===== src/pkg/reset_ctrl_pkg.sv =====
// Package: register map, codes, timing and carrier types of the reset source controller
package reset_ctrl_pkg;

  // ------------------------------------------------------------
  // Register map (byte addresses, one word each)
  // ------------------------------------------------------------
  localparam int APB_AW = 8;
  localparam logic [7:0] ADDR_CTRL_WORD = 8'h00;
  localparam logic [7:0] ADDR_FLAGS = 8'h04;
  localparam logic [7:0] ADDR_LVSEL = 8'h08;
  localparam logic [7:0] ADDR_WDTEN = 8'h0C;
  localparam logic [7:0] ADDR_STATUS = 8'h10;
  localparam logic [7:0] ADDR_MASK = 8'h14;

  // ------------------------------------------------------------
  // Codes and reset values
  // ------------------------------------------------------------
  localparam logic [7:0] CTRL_IO = 8'h55;
  localparam logic [7:0] CTRL_PIN = 8'hAA;
  localparam logic [7:0] CTRL_POR = 8'h55;
  localparam logic [7:0] LVS_2V10 = 8'h55;
  localparam logic [7:0] LVS_2V55 = 8'h33;
  localparam logic [7:0] LVS_3V15 = 8'h99;
  localparam logic [7:0] LVS_3V80 = 8'hAA;
  localparam logic [7:0] LVS_POR = 8'h55;
  localparam logic [4:0] WDT_EN = 5'h0A;
  localparam logic [4:0] WDT_DIS = 5'h15;
  localparam logic [4:0] WDT_POR = 5'h0A;

  // ------------------------------------------------------------
  // Field positions
  // ------------------------------------------------------------
  localparam int FLAGS_W = 4;
  localparam int FLG_WDT = 0;
  localparam int FLG_LVS = 1;
  localparam int FLG_LVR = 2;
  localparam int FLG_CTRL = 3;
  localparam int ST_TO = 0;
  localparam int ST_PDF = 1;
  localparam logic [3:0] FLAGS_POR = 4'h0;
  localparam logic [3:0] MASK_POR = 4'h0;

  // ------------------------------------------------------------
  // Timing
  // ------------------------------------------------------------
  localparam int CNT_W = 16;
  localparam int CLK_PERIOD_NS = 40;
  localparam int CORRUPT_DELAY_NS = 1000;
  localparam int LV_FILTER_NS = 2000;
  localparam int CORRUPT_DELAY_CYC = (CORRUPT_DELAY_NS + CLK_PERIOD_NS - 1) / CLK_PERIOD_NS;
  localparam int LV_FILTER_CYC = (LV_FILTER_NS + CLK_PERIOD_NS - 1) / CLK_PERIOD_NS;
  localparam logic [2:0] RST_HOLD_CYC = 3'h4;

  // ------------------------------------------------------------
  // Types
  // ------------------------------------------------------------
  typedef enum logic [1:0] {
    LV_2V10 = 2'h0,
    LV_2V55 = 2'h1,
    LV_3V15 = 2'h2,
    LV_3V80 = 2'h3
  } lv_level_t;

  typedef struct packed {
    logic valid;
    lv_level_t level;
  } lv_dec_t;

  typedef struct packed {
    logic psel;
    logic penable;
    logic pwrite;
    logic [APB_AW-1:0] paddr;
    logic [31:0] pwdata;
  } apb_req_t;

  typedef struct packed {
    logic pc_zero;
    logic int_disable;
    logic wdt_tb_clear;
    logic timers_off;
    logic ports_input;
    logic sp_top;
  } init_ctl_t;

endpackage : reset_ctrl_pkg


===== src/hdl/cycle_delay.sv =====
// Module: qualifying counter that fires once after an input has stood for a set count
`timescale 1ns/1ps
module cycle_delay #(
  parameter int unsigned LIMIT = 1
) (
  // Clock and reset
  input wire logic clk_i,
  input wire logic rst_n_i,
  // Qualify
  input wire logic arm_i,
  output logic fire_o
);
  import reset_ctrl_pkg::*;

  localparam logic [CNT_W-1:0] LIM = CNT_W'(LIMIT);
  localparam logic [CNT_W-1:0] ONE = {{(CNT_W-1){1'b0}}, 1'b1};

  logic [CNT_W-1:0] cnt_q;
  logic [CNT_W-1:0] cnt_d;
  logic fire_d;

  // ------------------------------------------------------------
  // Count while armed, saturate at the limit
  // ------------------------------------------------------------
  assign cnt_d = !arm_i ? '0 : ((cnt_q == LIM) ? cnt_q : cnt_q + ONE);
  assign fire_d = arm_i && (cnt_q == LIM - ONE);

  always_ff @(posedge clk_i or negedge rst_n_i) begin
    if (!rst_n_i) begin
      cnt_q <= '0;
      fire_o <= 1'b0;
    end else begin
      cnt_q <= cnt_d;
      fire_o <= fire_d;
    end
  end

endmodule : cycle_delay


===== src/hdl/reset_source_control.sv =====
// Module: reset source supervision, cause flags and APB registers
`timescale 1ns/1ps
module reset_source_control #(
  parameter int unsigned CORRUPT_CYC = reset_ctrl_pkg::CORRUPT_DELAY_CYC,
  parameter int unsigned LV_FILT_CYC = reset_ctrl_pkg::LV_FILTER_CYC
) (
  // Clock and reset
  input wire logic CORE_CLK_I,
  input wire logic RST_N_I,
  // APB slave
  input wire reset_ctrl_pkg::apb_req_t APB_REQ_I,
  output logic [31:0] PRDATA_O,
  output logic PREADY_O,
  output logic PSLVERR_O,
  // Reset sources
  input wire logic RESET_PIN_N_I,
  input wire logic LV_DETECT_I,
  input wire logic WDT_TIMEOUT_I,
  // Core activity
  input wire logic POWER_DOWN_I,
  input wire logic SLEEP_ENTRY_I,
  input wire logic WDT_CLEAR_CMD_I,
  // Reset and control outputs
  output logic SYS_RST_O,
  output reset_ctrl_pkg::init_ctl_t INIT_CTL_O,
  output logic PC_SP_CLEAR_O,
  output logic PIN_IS_RESET_O,
  output reset_ctrl_pkg::lv_level_t LV_LEVEL_O,
  output logic LVR_ENABLE_O,
  output logic WDT_ENABLE_O,
  // Status and interrupt
  output logic TO_FLAG_O,
  output logic PDF_FLAG_O,
  output logic IRQ_O
);
  import reset_ctrl_pkg::*;

  // ------------------------------------------------------------
  // Decode functions
  // ------------------------------------------------------------
  // pin function codes
  function automatic logic ctrl_ok(input logic [7:0] c);
    ctrl_ok = (c == CTRL_IO) || (c == CTRL_PIN);
  endfunction : ctrl_ok

  function automatic lv_dec_t lv_decode(input logic [7:0] c);
    lv_dec_t r;
    r.valid = 1'b1;
    r.level = LV_2V10;
    case (c)
      LVS_2V10: r.level = LV_2V10;
      LVS_2V55: r.level = LV_2V55;
      LVS_3V15: r.level = LV_3V15;
      LVS_3V80: r.level = LV_3V80;
      default: r.valid = 1'b0;
    endcase
    lv_decode = r;
  endfunction : lv_decode

  function automatic logic wdt_ok(input logic [4:0] c);
    wdt_ok = (c == WDT_EN) || (c == WDT_DIS);
  endfunction : wdt_ok

  function automatic logic [31:0] word8(input logic [7:0] v);
    word8 = {24'h000000, v};
  endfunction : word8

  // ------------------------------------------------------------
  // Declarations
  // ------------------------------------------------------------
  logic pin_meta_q;
  logic pin_sync_q;
  logic lv_meta_q;
  logic lv_sync_q;
  logic [7:0] ctrlw_q;
  logic [7:0] ctrlw_d;
  logic [7:0] lvsel_q;
  logic [7:0] lvsel_d;
  logic [4:0] wdten_q;
  logic [4:0] wdten_d;
  logic [3:0] flags_q;
  logic [3:0] flags_d;
  logic [3:0] flags_set;
  logic [3:0] flags_clr;
  logic [3:0] mask_q;
  logic [3:0] mask_d;
  logic to_q;
  logic to_d;
  logic pdf_q;
  logic pdf_d;
  logic [2:0] hold_q;
  logic [2:0] hold_d;
  logic sys_rst_q;
  logic pcsp_q;
  logic pin_rst_fn_q;
  lv_level_t lv_level_q;
  lv_level_t lv_level_d;
  logic lvr_en_q;
  logic wdt_en_q;
  logic irq_q;
  logic [31:0] prdata_q;
  logic pready_q;
  logic pslverr_q;
  lv_dec_t lv_dec;
  logic setup_w;
  logic wr_w;
  logic hit_ctrl;
  logic hit_flags;
  logic hit_lvsel;
  logic hit_wdten;
  logic hit_status;
  logic hit_mask;
  logic mapped_w;
  logic [31:0] rdata_w;
  logic ctrl_arm;
  logic lvs_arm;
  logic wdt_arm;
  logic lv_arm;
  logic ctrl_fire;
  logic lvs_fire;
  logic wdt_fire;
  logic lv_fire;
  logic pin_rst_w;
  logic wdt_run_w;
  logic wdt_sleep_w;
  logic trigger_w;

  // ------------------------------------------------------------
  // Input synchronisers
  // ------------------------------------------------------------
  always_ff @(posedge CORE_CLK_I or negedge RST_N_I) begin
    if (!RST_N_I) begin
      pin_meta_q <= 1'b1;
      pin_sync_q <= 1'b1;
      lv_meta_q <= 1'b0;
      lv_sync_q <= 1'b0;
    end else begin
      pin_meta_q <= RESET_PIN_N_I;
      pin_sync_q <= pin_meta_q;
      lv_meta_q <= LV_DETECT_I;
      lv_sync_q <= lv_meta_q;
    end
  end

  // ------------------------------------------------------------
  // APB decode
  // ------------------------------------------------------------
  assign setup_w = APB_REQ_I.psel & ~APB_REQ_I.penable;
  assign wr_w = APB_REQ_I.psel & APB_REQ_I.penable & APB_REQ_I.pwrite & pready_q;
  assign hit_ctrl = APB_REQ_I.paddr == ADDR_CTRL_WORD;
  assign hit_flags = APB_REQ_I.paddr == ADDR_FLAGS;
  assign hit_lvsel = APB_REQ_I.paddr == ADDR_LVSEL;
  assign hit_wdten = APB_REQ_I.paddr == ADDR_WDTEN;
  assign hit_status = APB_REQ_I.paddr == ADDR_STATUS;
  assign hit_mask = APB_REQ_I.paddr == ADDR_MASK;
  assign mapped_w = hit_ctrl | hit_flags | hit_lvsel | hit_wdten | hit_status | hit_mask;

  assign rdata_w = hit_ctrl ? word8(ctrlw_q) :
                   hit_flags ? word8({4'h0, flags_q}) :
                   hit_lvsel ? word8(lvsel_q) :
                   hit_wdten ? word8({3'h0, wdten_q}) :
                   hit_status ? word8({6'h00, pdf_q, to_q}) :
                   hit_mask ? word8({4'h0, mask_q}) : 32'h00000000;

  // ------------------------------------------------------------
  // Reset sources
  // ------------------------------------------------------------
  assign lv_dec = lv_decode(lvsel_q);
  assign ctrl_arm = ~ctrl_ok(ctrlw_q) & ~sys_rst_q;
  assign lvs_arm = ~lv_dec.valid & ~sys_rst_q;
  assign wdt_arm = ~wdt_ok(wdten_q) & ~sys_rst_q;
  assign lv_arm = lv_sync_q & ~POWER_DOWN_I & ~sys_rst_q;
  assign pin_rst_w = (ctrlw_q == CTRL_PIN) & ~pin_sync_q;
  assign wdt_run_w = WDT_TIMEOUT_I & ~POWER_DOWN_I;
  assign wdt_sleep_w = WDT_TIMEOUT_I & POWER_DOWN_I;
  assign trigger_w = ctrl_fire | lvs_fire | wdt_fire | lv_fire | pin_rst_w | wdt_run_w;

  cycle_delay #(.LIMIT(CORRUPT_CYC)) u_ctrl_delay (
    .clk_i(CORE_CLK_I),
    .rst_n_i(RST_N_I),
    .arm_i(ctrl_arm),
    .fire_o(ctrl_fire)
  );

  cycle_delay #(.LIMIT(CORRUPT_CYC)) u_lvs_delay (
    .clk_i(CORE_CLK_I),
    .rst_n_i(RST_N_I),
    .arm_i(lvs_arm),
    .fire_o(lvs_fire)
  );

  cycle_delay #(.LIMIT(CORRUPT_CYC)) u_wdt_delay (
    .clk_i(CORE_CLK_I),
    .rst_n_i(RST_N_I),
    .arm_i(wdt_arm),
    .fire_o(wdt_fire)
  );

  cycle_delay #(.LIMIT(LV_FILT_CYC + 1)) u_lv_filter (
    .clk_i(CORE_CLK_I),
    .rst_n_i(RST_N_I),
    .arm_i(lv_arm),
    .fire_o(lv_fire)
  );

  // ------------------------------------------------------------
  // Register next values
  // ------------------------------------------------------------
  // control word back to its reset value
  assign ctrlw_d = trigger_w ? CTRL_POR : ((wr_w & hit_ctrl) ? APB_REQ_I.pwdata[7:0] : ctrlw_q);
  assign lvsel_d = lvs_fire ? LVS_POR : ((wr_w & hit_lvsel) ? APB_REQ_I.pwdata[7:0] : lvsel_q);
  assign wdten_d = trigger_w ? WDT_POR : ((wr_w & hit_wdten) ? APB_REQ_I.pwdata[4:0] : wdten_q);
  assign mask_d = (wr_w & hit_mask) ? APB_REQ_I.pwdata[3:0] : mask_q;

  assign flags_set[FLG_CTRL] = ctrl_fire;
  assign flags_set[FLG_LVR] = lv_fire;
  assign flags_set[FLG_LVS] = lvs_fire;
  assign flags_set[FLG_WDT] = wdt_fire;
  assign flags_clr = (wr_w & hit_flags) ? APB_REQ_I.pwdata[3:0] : 4'h0;
  assign flags_d = (flags_q & ~flags_clr) | flags_set;

  // time-out set by any watchdog time-out
  assign to_d = WDT_TIMEOUT_I ? 1'b1 : ((SLEEP_ENTRY_I | WDT_CLEAR_CMD_I) ? 1'b0 : to_q);
  assign pdf_d = (wdt_sleep_w | SLEEP_ENTRY_I) ? 1'b1 : (WDT_CLEAR_CMD_I ? 1'b0 : pdf_q);

  assign hold_d = trigger_w ? RST_HOLD_CYC : ((hold_q != 3'h0) ? hold_q - 3'h1 : 3'h0);
  assign lv_level_d = lv_dec.valid ? lv_dec.level : lv_level_q;

  // ------------------------------------------------------------
  // Registers
  // ------------------------------------------------------------
  always_ff @(posedge CORE_CLK_I or negedge RST_N_I) begin
    if (!RST_N_I) begin
      ctrlw_q <= CTRL_POR;
      lvsel_q <= LVS_POR;
      wdten_q <= WDT_POR;
      flags_q <= FLAGS_POR;
      mask_q <= MASK_POR;
      to_q <= 1'b0;
      pdf_q <= 1'b0;
    end else begin
      ctrlw_q <= ctrlw_d;
      lvsel_q <= lvsel_d;
      wdten_q <= wdten_d;
      flags_q <= flags_d;
      mask_q <= mask_d;
      to_q <= to_d;
      pdf_q <= pdf_d;
    end
  end

  // ------------------------------------------------------------
  // Device reset pulse and init controls
  // ------------------------------------------------------------
  // power-on starts a reset pulse
  always_ff @(posedge CORE_CLK_I or negedge RST_N_I) begin
    if (!RST_N_I) begin
      hold_q <= RST_HOLD_CYC;
      sys_rst_q <= 1'b1;
      pcsp_q <= 1'b0;
    end else begin
      hold_q <= hold_d;
      sys_rst_q <= hold_d != 3'h0;
      pcsp_q <= wdt_sleep_w;
    end
  end

  // ------------------------------------------------------------
  // Output flops
  // ------------------------------------------------------------
  always_ff @(posedge CORE_CLK_I or negedge RST_N_I) begin
    if (!RST_N_I) begin
      pin_rst_fn_q <= 1'b0;
      lv_level_q <= LV_2V10;
      lvr_en_q <= 1'b1;
      wdt_en_q <= 1'b1;
      irq_q <= 1'b0;
    end else begin
      pin_rst_fn_q <= ctrlw_q == CTRL_PIN;
      lv_level_q <= lv_level_d;
      lvr_en_q <= ~POWER_DOWN_I;
      wdt_en_q <= wdten_q == WDT_EN;
      irq_q <= |(flags_q & mask_q);
    end
  end

  // ------------------------------------------------------------
  // APB answer
  // ------------------------------------------------------------
  always_ff @(posedge CORE_CLK_I or negedge RST_N_I) begin
    if (!RST_N_I) begin
      prdata_q <= 32'h00000000;
      pready_q <= 1'b0;
      pslverr_q <= 1'b0;
    end else begin
      pready_q <= setup_w;
      pslverr_q <= setup_w & ~mapped_w;
      if (setup_w) begin
        prdata_q <= rdata_w;
      end
    end
  end

  // ------------------------------------------------------------
  // Output drive
  // ------------------------------------------------------------
  assign PRDATA_O = prdata_q;
  assign PREADY_O = pready_q;
  assign PSLVERR_O = pslverr_q;
  assign SYS_RST_O = sys_rst_q;
  assign INIT_CTL_O = {6{sys_rst_q}};
  assign PC_SP_CLEAR_O = pcsp_q;
  assign PIN_IS_RESET_O = pin_rst_fn_q;
  assign LV_LEVEL_O = lv_level_q;
  assign LVR_ENABLE_O = lvr_en_q;
  assign WDT_ENABLE_O = wdt_en_q;
  assign TO_FLAG_O = to_q;
  assign PDF_FLAG_O = pdf_q;
  assign IRQ_O = irq_q;

endmodule : reset_source_control


===== config.mk =====
export PLATFORM = sky130hd
export DESIGN_NAME = reset_source_control
export DESIGN_NICKNAME = d
export VERILOG_FILES = /design/src/pkg/reset_ctrl_pkg.sv /design/src/hdl/cycle_delay.sv /design/src/hdl/reset_source_control.sv
export SDC_FILE = /design/constraint.sdc
export NUM_CORES = 1
export LEC_CHECK = 0
export BUFFER_PORTS_ARGS = -buffer_cell sky130_fd_sc_hd__buf_4
export CAP_MARGIN = 20
export CORE_MARGIN = 5
export CORE_UTILIZATION = 50
export DETAILED_ROUTE_END_ITERATION = 6
export PLACE_DENSITY = 0.72
export SYNTH_ARGS = -nofsm -noshare
export SYNTH_HDL_FRONTEND = slang
export SYNTH_SLANG_ARGS = --single-unit

===== constraint.sdc =====
create_clock -name CORE_CLK_I -period 2.1 [get_ports CORE_CLK_I]
set_input_delay 0.525 -clock CORE_CLK_I [delete_from_list [all_inputs] [get_ports CORE_CLK_I]]
set_output_delay 0.525 -clock CORE_CLK_I [all_outputs]
set_load 0.03 [all_outputs]

==> impl_metrics.csv, run 1 <==
group,metric,value,unit
logic_synthesis,synth_cells,627,
route,first_iter_violations,466,
floorplan,fp.dieW,122,um
clocking,clock-sinks,124,
logic_synthesis,ys.warnings.count,0,
finish,instances_no_fill,880,
placement,dp_cells,848,
global_route,antenna_found_initial,0,
logic_synthesis,synth_area,0.00633,mm^2
power,ir_drop,614,uV
setup_path,end_kind,"flip-flop",
sta,fmax,523,MHz
clocking,worstSkewPairLatency,420,ps
floorplan,core_area,0.0125,mm^2
clocking,cts_setup_buffers,0,
sta,fin_skew,5.76,ps
sta,slew_headroom,61.5,%
placement,numPortBuffers,52,
logic_synthesis,synth-seq-cells,124,
power,pwr-share-clk,50.8,%
logic_synthesis,synth_cell_types,55,
power,power.switching,1.61,mW
global_route,grtUsageTotal,19.7,%
logic_synthesis,synth.avg_cell_area,10.1,um^2
worst_hold_path,hp-class,"in2async",
sta,setup_tns,0,ps
finish,drive_gt1_share,19.4,%
sta,rsz0062_at_grt,"no",
placement,gp_congestion,0.858,
run_status,outcome,"complete, no violations",
sta,hold_violations,0,
finish,areaGrowthSynthToFinish,20.7,%
clocking,cts_tree,"yes",
floorplan,initial_core_util,50.5,%
sta,finalSetupViolations,0,
route,drt_pass1_iterations,5,
logic_synthesis,ys_seq_area_share,49.4,%
floorplan,die_h,122,um
power,power.density,873,mW/mm^2
sta,drv_slew,0,
clocking,cts_resized,0,
logic_synthesis,ys_async_sr_fraction,100,%
route,viasPerCell,5.51,
global_route,first_global_vias,4708,
logic_synthesis,synth_edf_count,0,
clocking,root_buffer,"clkbuf_16",
finish,antenna_cells,0,
route,dr_total_vias,4852,
finish,postLayoutCoreUtil,61.0,%
clocking,ctsHoldBuffers,0,
floorplan,num_rows,41,
power,p_leak,3.30,nW
route,drt-total-wl,13800,um
route,wl_per_cell,15.7,um
global_route,grt_pass1_wl,23300,um
clocking,path_clk_slew,60,ps
setup_path,worstPathMaxFanout,7,
power,power,6.67,mW
floorplan,io_pins,101,
route,drc,0,
clocking,htreeDepth,4,
global_route,grt_max_degree,49,
power,pwr-share-comb,10.7,%
sta,worstMarginPinSlew,570,ps
setup_path,critPathKind,"reg2reg",
logic_synthesis,synthFlopType,"dfrtp_1",
finish,fin_nets,757,
sta,period_share,91.0,%
clocking,numCtsBuffers,17,
sta,fin_crit,1910,ps
power,internal_power,5.06,mW
power,power_frac_seq,38.5,%
finish,fill_cells,1020,
global_route,grt-ovfl-total,0,
run,maxCapViolCount,0,
setup_path,required,2440,ps
setup_path,crit_arrival,2250,ps
setup_path,start_kind,"flip-flop",
floorplan,die-area,0.0150,mm^2
placement,dp_hpwl,9520,um
power,swShare,24.1,%
route,drtAntennaViolNets,0,
clocking,ctsLongestPathBuffers,2,
final timing paths:
kind | slack, ps | endpoint | start | depth (start not counted)
worst max-delay path | 190 | u_lv_filter.cnt_q[15] | u_lv_filter.cnt_q[2] | 4
worst min-delay path | 50 | u_ctrl_delay.cnt_q[6] | RST_N_I | 1
max in group asynchronous | 1390 | pin_meta_q | RST_N_I | 2
worst min register to register | 360 | lv_sync_q | lv_meta_q | 0
worst max register to register | 190 | u_lv_filter.cnt_q[15] | u_lv_filter.cnt_q[2] | 4
min in group CORE_CLK_I | 220 | pin_meta_q | RESET_PIN_N_I | 1
metrics by stage:
| stage | worst slack, ps | hold WS [ps] | cell area, um^2 |
|---|---|---|---|
| after floorplan | 10.3 | 229 | 6430 |
| after global placement | -41.8 | 334 | 6940 |
| after detailed placement | -65.2 | 350 | 6940 |
| after CTS | 195 | 51.4 | 7640 |
| after global routing | 58.1 | 73.8 | 7640 |
| final | 190 | 54.7 | 7640 |
worst max-delay path: stages, from the launching register on:
cell     delay [ps]
dfrtp_1         420
and4_1          250
or3b_1          480
or4_1           510
a21oi_1         170
layout make-up:
cell class	count	area [um^2]	share of cell area, %
Inverter	20	75.1	0.983
Clock inverter	10	209	2.74
Timing Repair Buffer	74	606	7.93
Multi-Input combinational cell	458	2930	38.3
Tap cell	172	215	2.82
Sequential cell	124	3120	40.9
Clock buffer	22	484	6.34
per-layer routing:
metal  track usage [%]  part of all wire (%)
met4              7.91                   2.0
met2              31.4                    49
met5                 0                     0
met3              5.44                   6.2
met1              25.5                    43
Yosys cell counts, types with 3 or more instances:
master / instances / share of area [%]
a211o_1: 5 / 0.69
a21o_1: 4 / 0.47
a21oi_1: 13 / 1.0
a32oi_1: 5 / 0.69
and3_1: 4 / 0.40
and4_1: 6 / 0.83
buf_4: 31 / 3.7
clkbuf_1: 15 / 0.89
dfrtp_1: 108 / 43
dfstp_2: 16 / 6.6
ha_1: 11 / 2.2
inv_1: 20 / 1.2
mux2_2: 5 / 0.89
mux2i_1: 28 / 4.4
nand2_1: 54 / 3.2
nand2b_1: 4 / 0.40
nand3_1: 18 / 1.4
nand3b_1: 9 / 1.1
nand4_1: 23 / 2.3
nor2_1: 85 / 5.0
nor2b_1: 4 / 0.40
nor3_1: 17 / 1.3
nor3b_1: 4 / 0.47
nor4_1: 24 / 2.4
nor4bb_1: 9 / 1.4
o21ai_0: 12 / 0.95
or3_1: 4 / 0.40
or3b_2: 3 / 0.42
or4_1: 3 / 0.36
xnor2_1: 33 / 4.6
xor2_1: 16 / 2.2
power groups by stage:
stage               combinational (mW)  sequential, mW  clock, mW
floorplan                        0.482            2.62          0
global placement                 0.693            2.60          0
detailed placement               0.706            2.60          0
CTS                              0.721            2.57       3.44
global route                     0.775            2.58       3.58
finish                           0.712            2.57       3.39
layout by cell type, fill, tap and decap left out, types with 4 or more instances in the layout:
cell	n
mux2i_1	28
clkbuf_16	17
a21o_1	4
nand2_1	54
nand2b_1	4
nor4bb_1	9
nor3b_1	4
conb_1	24
nand3b_1	9
nor3_1	17
nor4_1	24
o21ai_0	12
buf_4	70
and3_1	4
bufinv_16	6
a21oi_1	13
nand4_1	23
and4_1	6
xor2_1	16
nor2b_1	4
nand3_1	18
dfstp_2	16
dfrtp_1	108
ha_1	11
clkbuf_8	4
a211o_1	5
xnor2_1	33
nor2_1	85
mux2_2	5
inv_1	20
a32oi_1	5
buf_12	4
flip-flops by register name, indices dropped and copies added (netlist names), 5 cells and up:
signal              cells
wdten_q                 5
PRDATA_O                8
u_wdt_delay.cnt_q      16
u_lv_filter.cnt_q      16
ctrlw_q                 8
u_ctrl_delay.cnt_q     16
u_lvs_delay.cnt_q      16
lvsel_q                 8
cells by family (layout without fill, tap and decap cells):
logic type	count (synthesis)	in the layout	share of synthesized area (%)
AND/OR/NAND/NOR	283	283	24.0
buffers and inverters	68	126	5.99
other	1	24	0.0593
adder cells (fa/ha/maj)	11	11	2.18
AO/OA/AOI/OAI	58	58	6.35
multiplexers	33	33	5.32
flip-flops	124	124	49.4
XOR/XNOR	49	49	6.78
Note: power is estimated with default switching activity, not from simulation.
==> run 2, diff against run 1 <==
--- a/config.mk
+++ b/config.mk
@@ -7,10 +7,11 @@
 export LEC_CHECK = 0
 export BUFFER_PORTS_ARGS = -buffer_cell sky130_fd_sc_hd__buf_4
 export CAP_MARGIN = 20
+export CORE_ASPECT_RATIO = 0.75
 export CORE_MARGIN = 5
 export CORE_UTILIZATION = 50
 export DETAILED_ROUTE_END_ITERATION = 6
-export PLACE_DENSITY = 0.72
+export PLACE_DENSITY = 0.75
 export SYNTH_ARGS = -nofsm -noshare
 export SYNTH_HDL_FRONTEND = slang
 export SYNTH_SLANG_ARGS = --single-unit
==> constraint.sdc (replaced) <==
create_clock -name CORE_CLK_I -period 1.75 [get_ports CORE_CLK_I]
set_input_delay 0.4375 -clock CORE_CLK_I [delete_from_list [all_inputs] [get_ports CORE_CLK_I]]
set_output_delay 0.4375 -clock CORE_CLK_I [all_outputs]
set_load 0.03 [all_outputs]
==> run 2 against run 1 <==
Die area rose by 0.16%. Non-clock buffer count rose by 22. Design area rose by 2.7%. Wire length rose by 3.9%. Maximum frequency rose by 13%. Core utilization rose by 2.5 points. Register-to-register slack got worse by 130 ps. First-iteration DRC count fell by 10%. Critical endpoint unchanged.
==> impl_metrics.csv, run 2 (synthesized netlist as in run 1, its figures left out) <==
group,metric,value,unit
setup_path,critPathMaxStageDelay,490,ps
clocking,ctsLongestPathBuffers,2,
floorplan,die_h,107,um
sta,fin_hold_ws,134,ps
global_route,first_global_vias,4799,
setup_path,start_kind,"flip-flop",
floorplan,initial_core_util,51.2,%
clocking,path_clk_slew,60,ps
finish,fin_nets,779,
setup_path,ff2ff_path_depth,4,
sta,slew_headroom,61.3,%
setup_path,crit_path_start,"u_lv_filter.cnt_q[3]",
global_route,grt-ovfl-total,0,
power,ir_drop,679,uV
sta,worstMarginPinSlew,575,ps
placement,dp_cells,862,
route,first_iter_violations,418,
power,power.density,1020,mW/mm^2
finish,areaGrowthSynthToFinish,23.9,%
power,p_leak,3.42,nW
global_route,antenna_found_initial,0,
setup_path,ff2ff_setup_slack,60,ps
placement,numPortBuffers,52,
setup_path,path_delay_family,"simple AND/OR/NAND/NOR gates",
route,drt_pass1_iterations,5,
setup_path,worstPathMaxFanout,3,
floorplan,num_rows,35,
sta,setup_tns,0,ps
sta,period_share,96.4,%
run,maxCapViolCount,0,
sta,finalSetupViolations,0,
finish,postLayoutCoreUtil,63.5,%
route,viasPerCell,5.50,
setup_path,critical_path_buf_inv_count,0,
finish,antenna_cells,0,
setup_path,worstReg2RegEnd,"u_lv_filter.cnt_q[15]",
setup_path,required,2090,ps
route,drc,0,
power,power,7.96,mW
clocking,numCtsBuffers,17,
global_route,grt_max_degree,46,
setup_path,critPathKind,"reg2reg",
route,wl_per_cell,16.0,um
setup_path,end_kind,"flip-flop",
sta,fmax,593,MHz
route,drt-total-wl,14300,um
global_route,grtUsageTotal,19.9,%
setup_path,r2r_start,"u_lv_filter.cnt_q[3]",
placement,dp_hpwl,10400,um
sta,hold_violations,0,
finish,layout_commonest_cell,"dfrtp_1",
floorplan,die-area,0.0150,mm^2
setup_path,path_cells,"and4_4 > or3b_4 > or4_1 > a21oi_1",
clocking,cts_tree,"yes",
finish,final_cell_mix,"dfrtp_1 (108), buf_4 (91), nor2_1 (85)",
clocking,worstSkewPairLatency,410,ps
route,drtAntennaViolNets,0,
finish,fill_cells,954,
global_route,grt_pass1_wl,24200,um
sta,fin_crit,1690,ps
run_status,outcome,"complete, no violations",
setup_path,crit_arrival,2020,ps
worst_hold_path,hp-class,"in2reg",
sta,drv_slew,0,
worst_hold_path,hold_end,"lv_meta_q",
sta,fin_skew,6.44,ps
placement,gp_congestion,0.870,
worst_hold_path,min_path_cells,1,
clocking,clock-sinks,124,
clocking,root_buffer,"clkbuf_16",
clocking,htreeDepth,4,
finish,drive_gt1_share,22.5,%
floorplan,fp.dieW,140,um
floorplan,core_area,0.0123,mm^2
worst_hold_path,min-delay-start,"LV_DETECT_I",
route,dr_total_vias,4932,
setup_path,slowest_stage,"or4_1",
floorplan,io_pins,101,
finish,instances_no_fill,896,
run 2: changes by cell type in the layout (fill, tap and decap cells not counted), moves of 2 or more:
cell | before | now
buf_4 | 70 | 91
mux2_2 | 5 | 1
nor4_1 | 24 | 21
mux2_4 | 0 | 4
or3b_4 | 0 | 2
nor4_2 | 1 | 3
clkbuf_8 | 4 | 2
run 2: how the worst max path moves through the flow:
stage	cells after the start	to	slack (ps)
finish	4	u_lv_filter.cnt_q[15]	60
detailed placement	6	flags_q[2]	-270
CTS	4	u_lv_filter.cnt_q[15]	20
floorplan	5	ctrlw_q[1]	-220
global placement	6	flags_q[2]	-240
global route	4	u_lv_filter.cnt_q[15]	-0.1
run 2: power breakdown:
| group | switching, mW | leakage (nW) | internal [mW] | total [mW] |
|---|---|---|---|---|
| logic | 0.601 | 1.44 | 0.320 | 0.922 |
| registers | 0.0906 | 1.65 | 2.97 | 3.06 |
| clock network | 1.23 | 0.323 | 2.74 | 3.97 |
| total | 1.92 | 3.42 | 6.03 | 7.96 |
run 2: through the flow:
step	setup slack, ps	cell area (um^2)
after floorplan	-221	6460
after global placement	-238	7110
after detailed placement	-275	7110
after CTS	23.4	7810
after global routing	-0.150	7840
final	62.5	7840
run 2: layout make-up:
type | instances | area, um^2 | area share [%]
Tap cell | 166 | 208 | 2.65
Clock buffer | 21 | 460 | 5.87
Timing Repair Buffer | 96 | 773 | 9.86
Clock inverter | 11 | 214 | 2.73
Sequential cell | 124 | 3120 | 39.8
Inverter | 20 | 75.1 | 0.958
Multi-Input combinational cell | 458 | 2990 | 38.1
run 2: repair_timing:
item | 4_1_cts | 5_1_grt
hold buffers | 1 | 0
gates cloned | 0 | 0
gates resized for setup | 1 | 6
endpoints found under the setup margin | 6 | 5
buffers inserted | 1 | 0
hold endpoints to repair | 19 | 0
pin swaps | 0 | 1
run 2: metal layers:
layer	vias up	wire length, um	track usage [%]
met2	147	6500	29.9
met1	2427	6790	28.4
met4	0	125	4.08
met5	-	0	0
met3	14	919	6.35
li1	2344	-	-
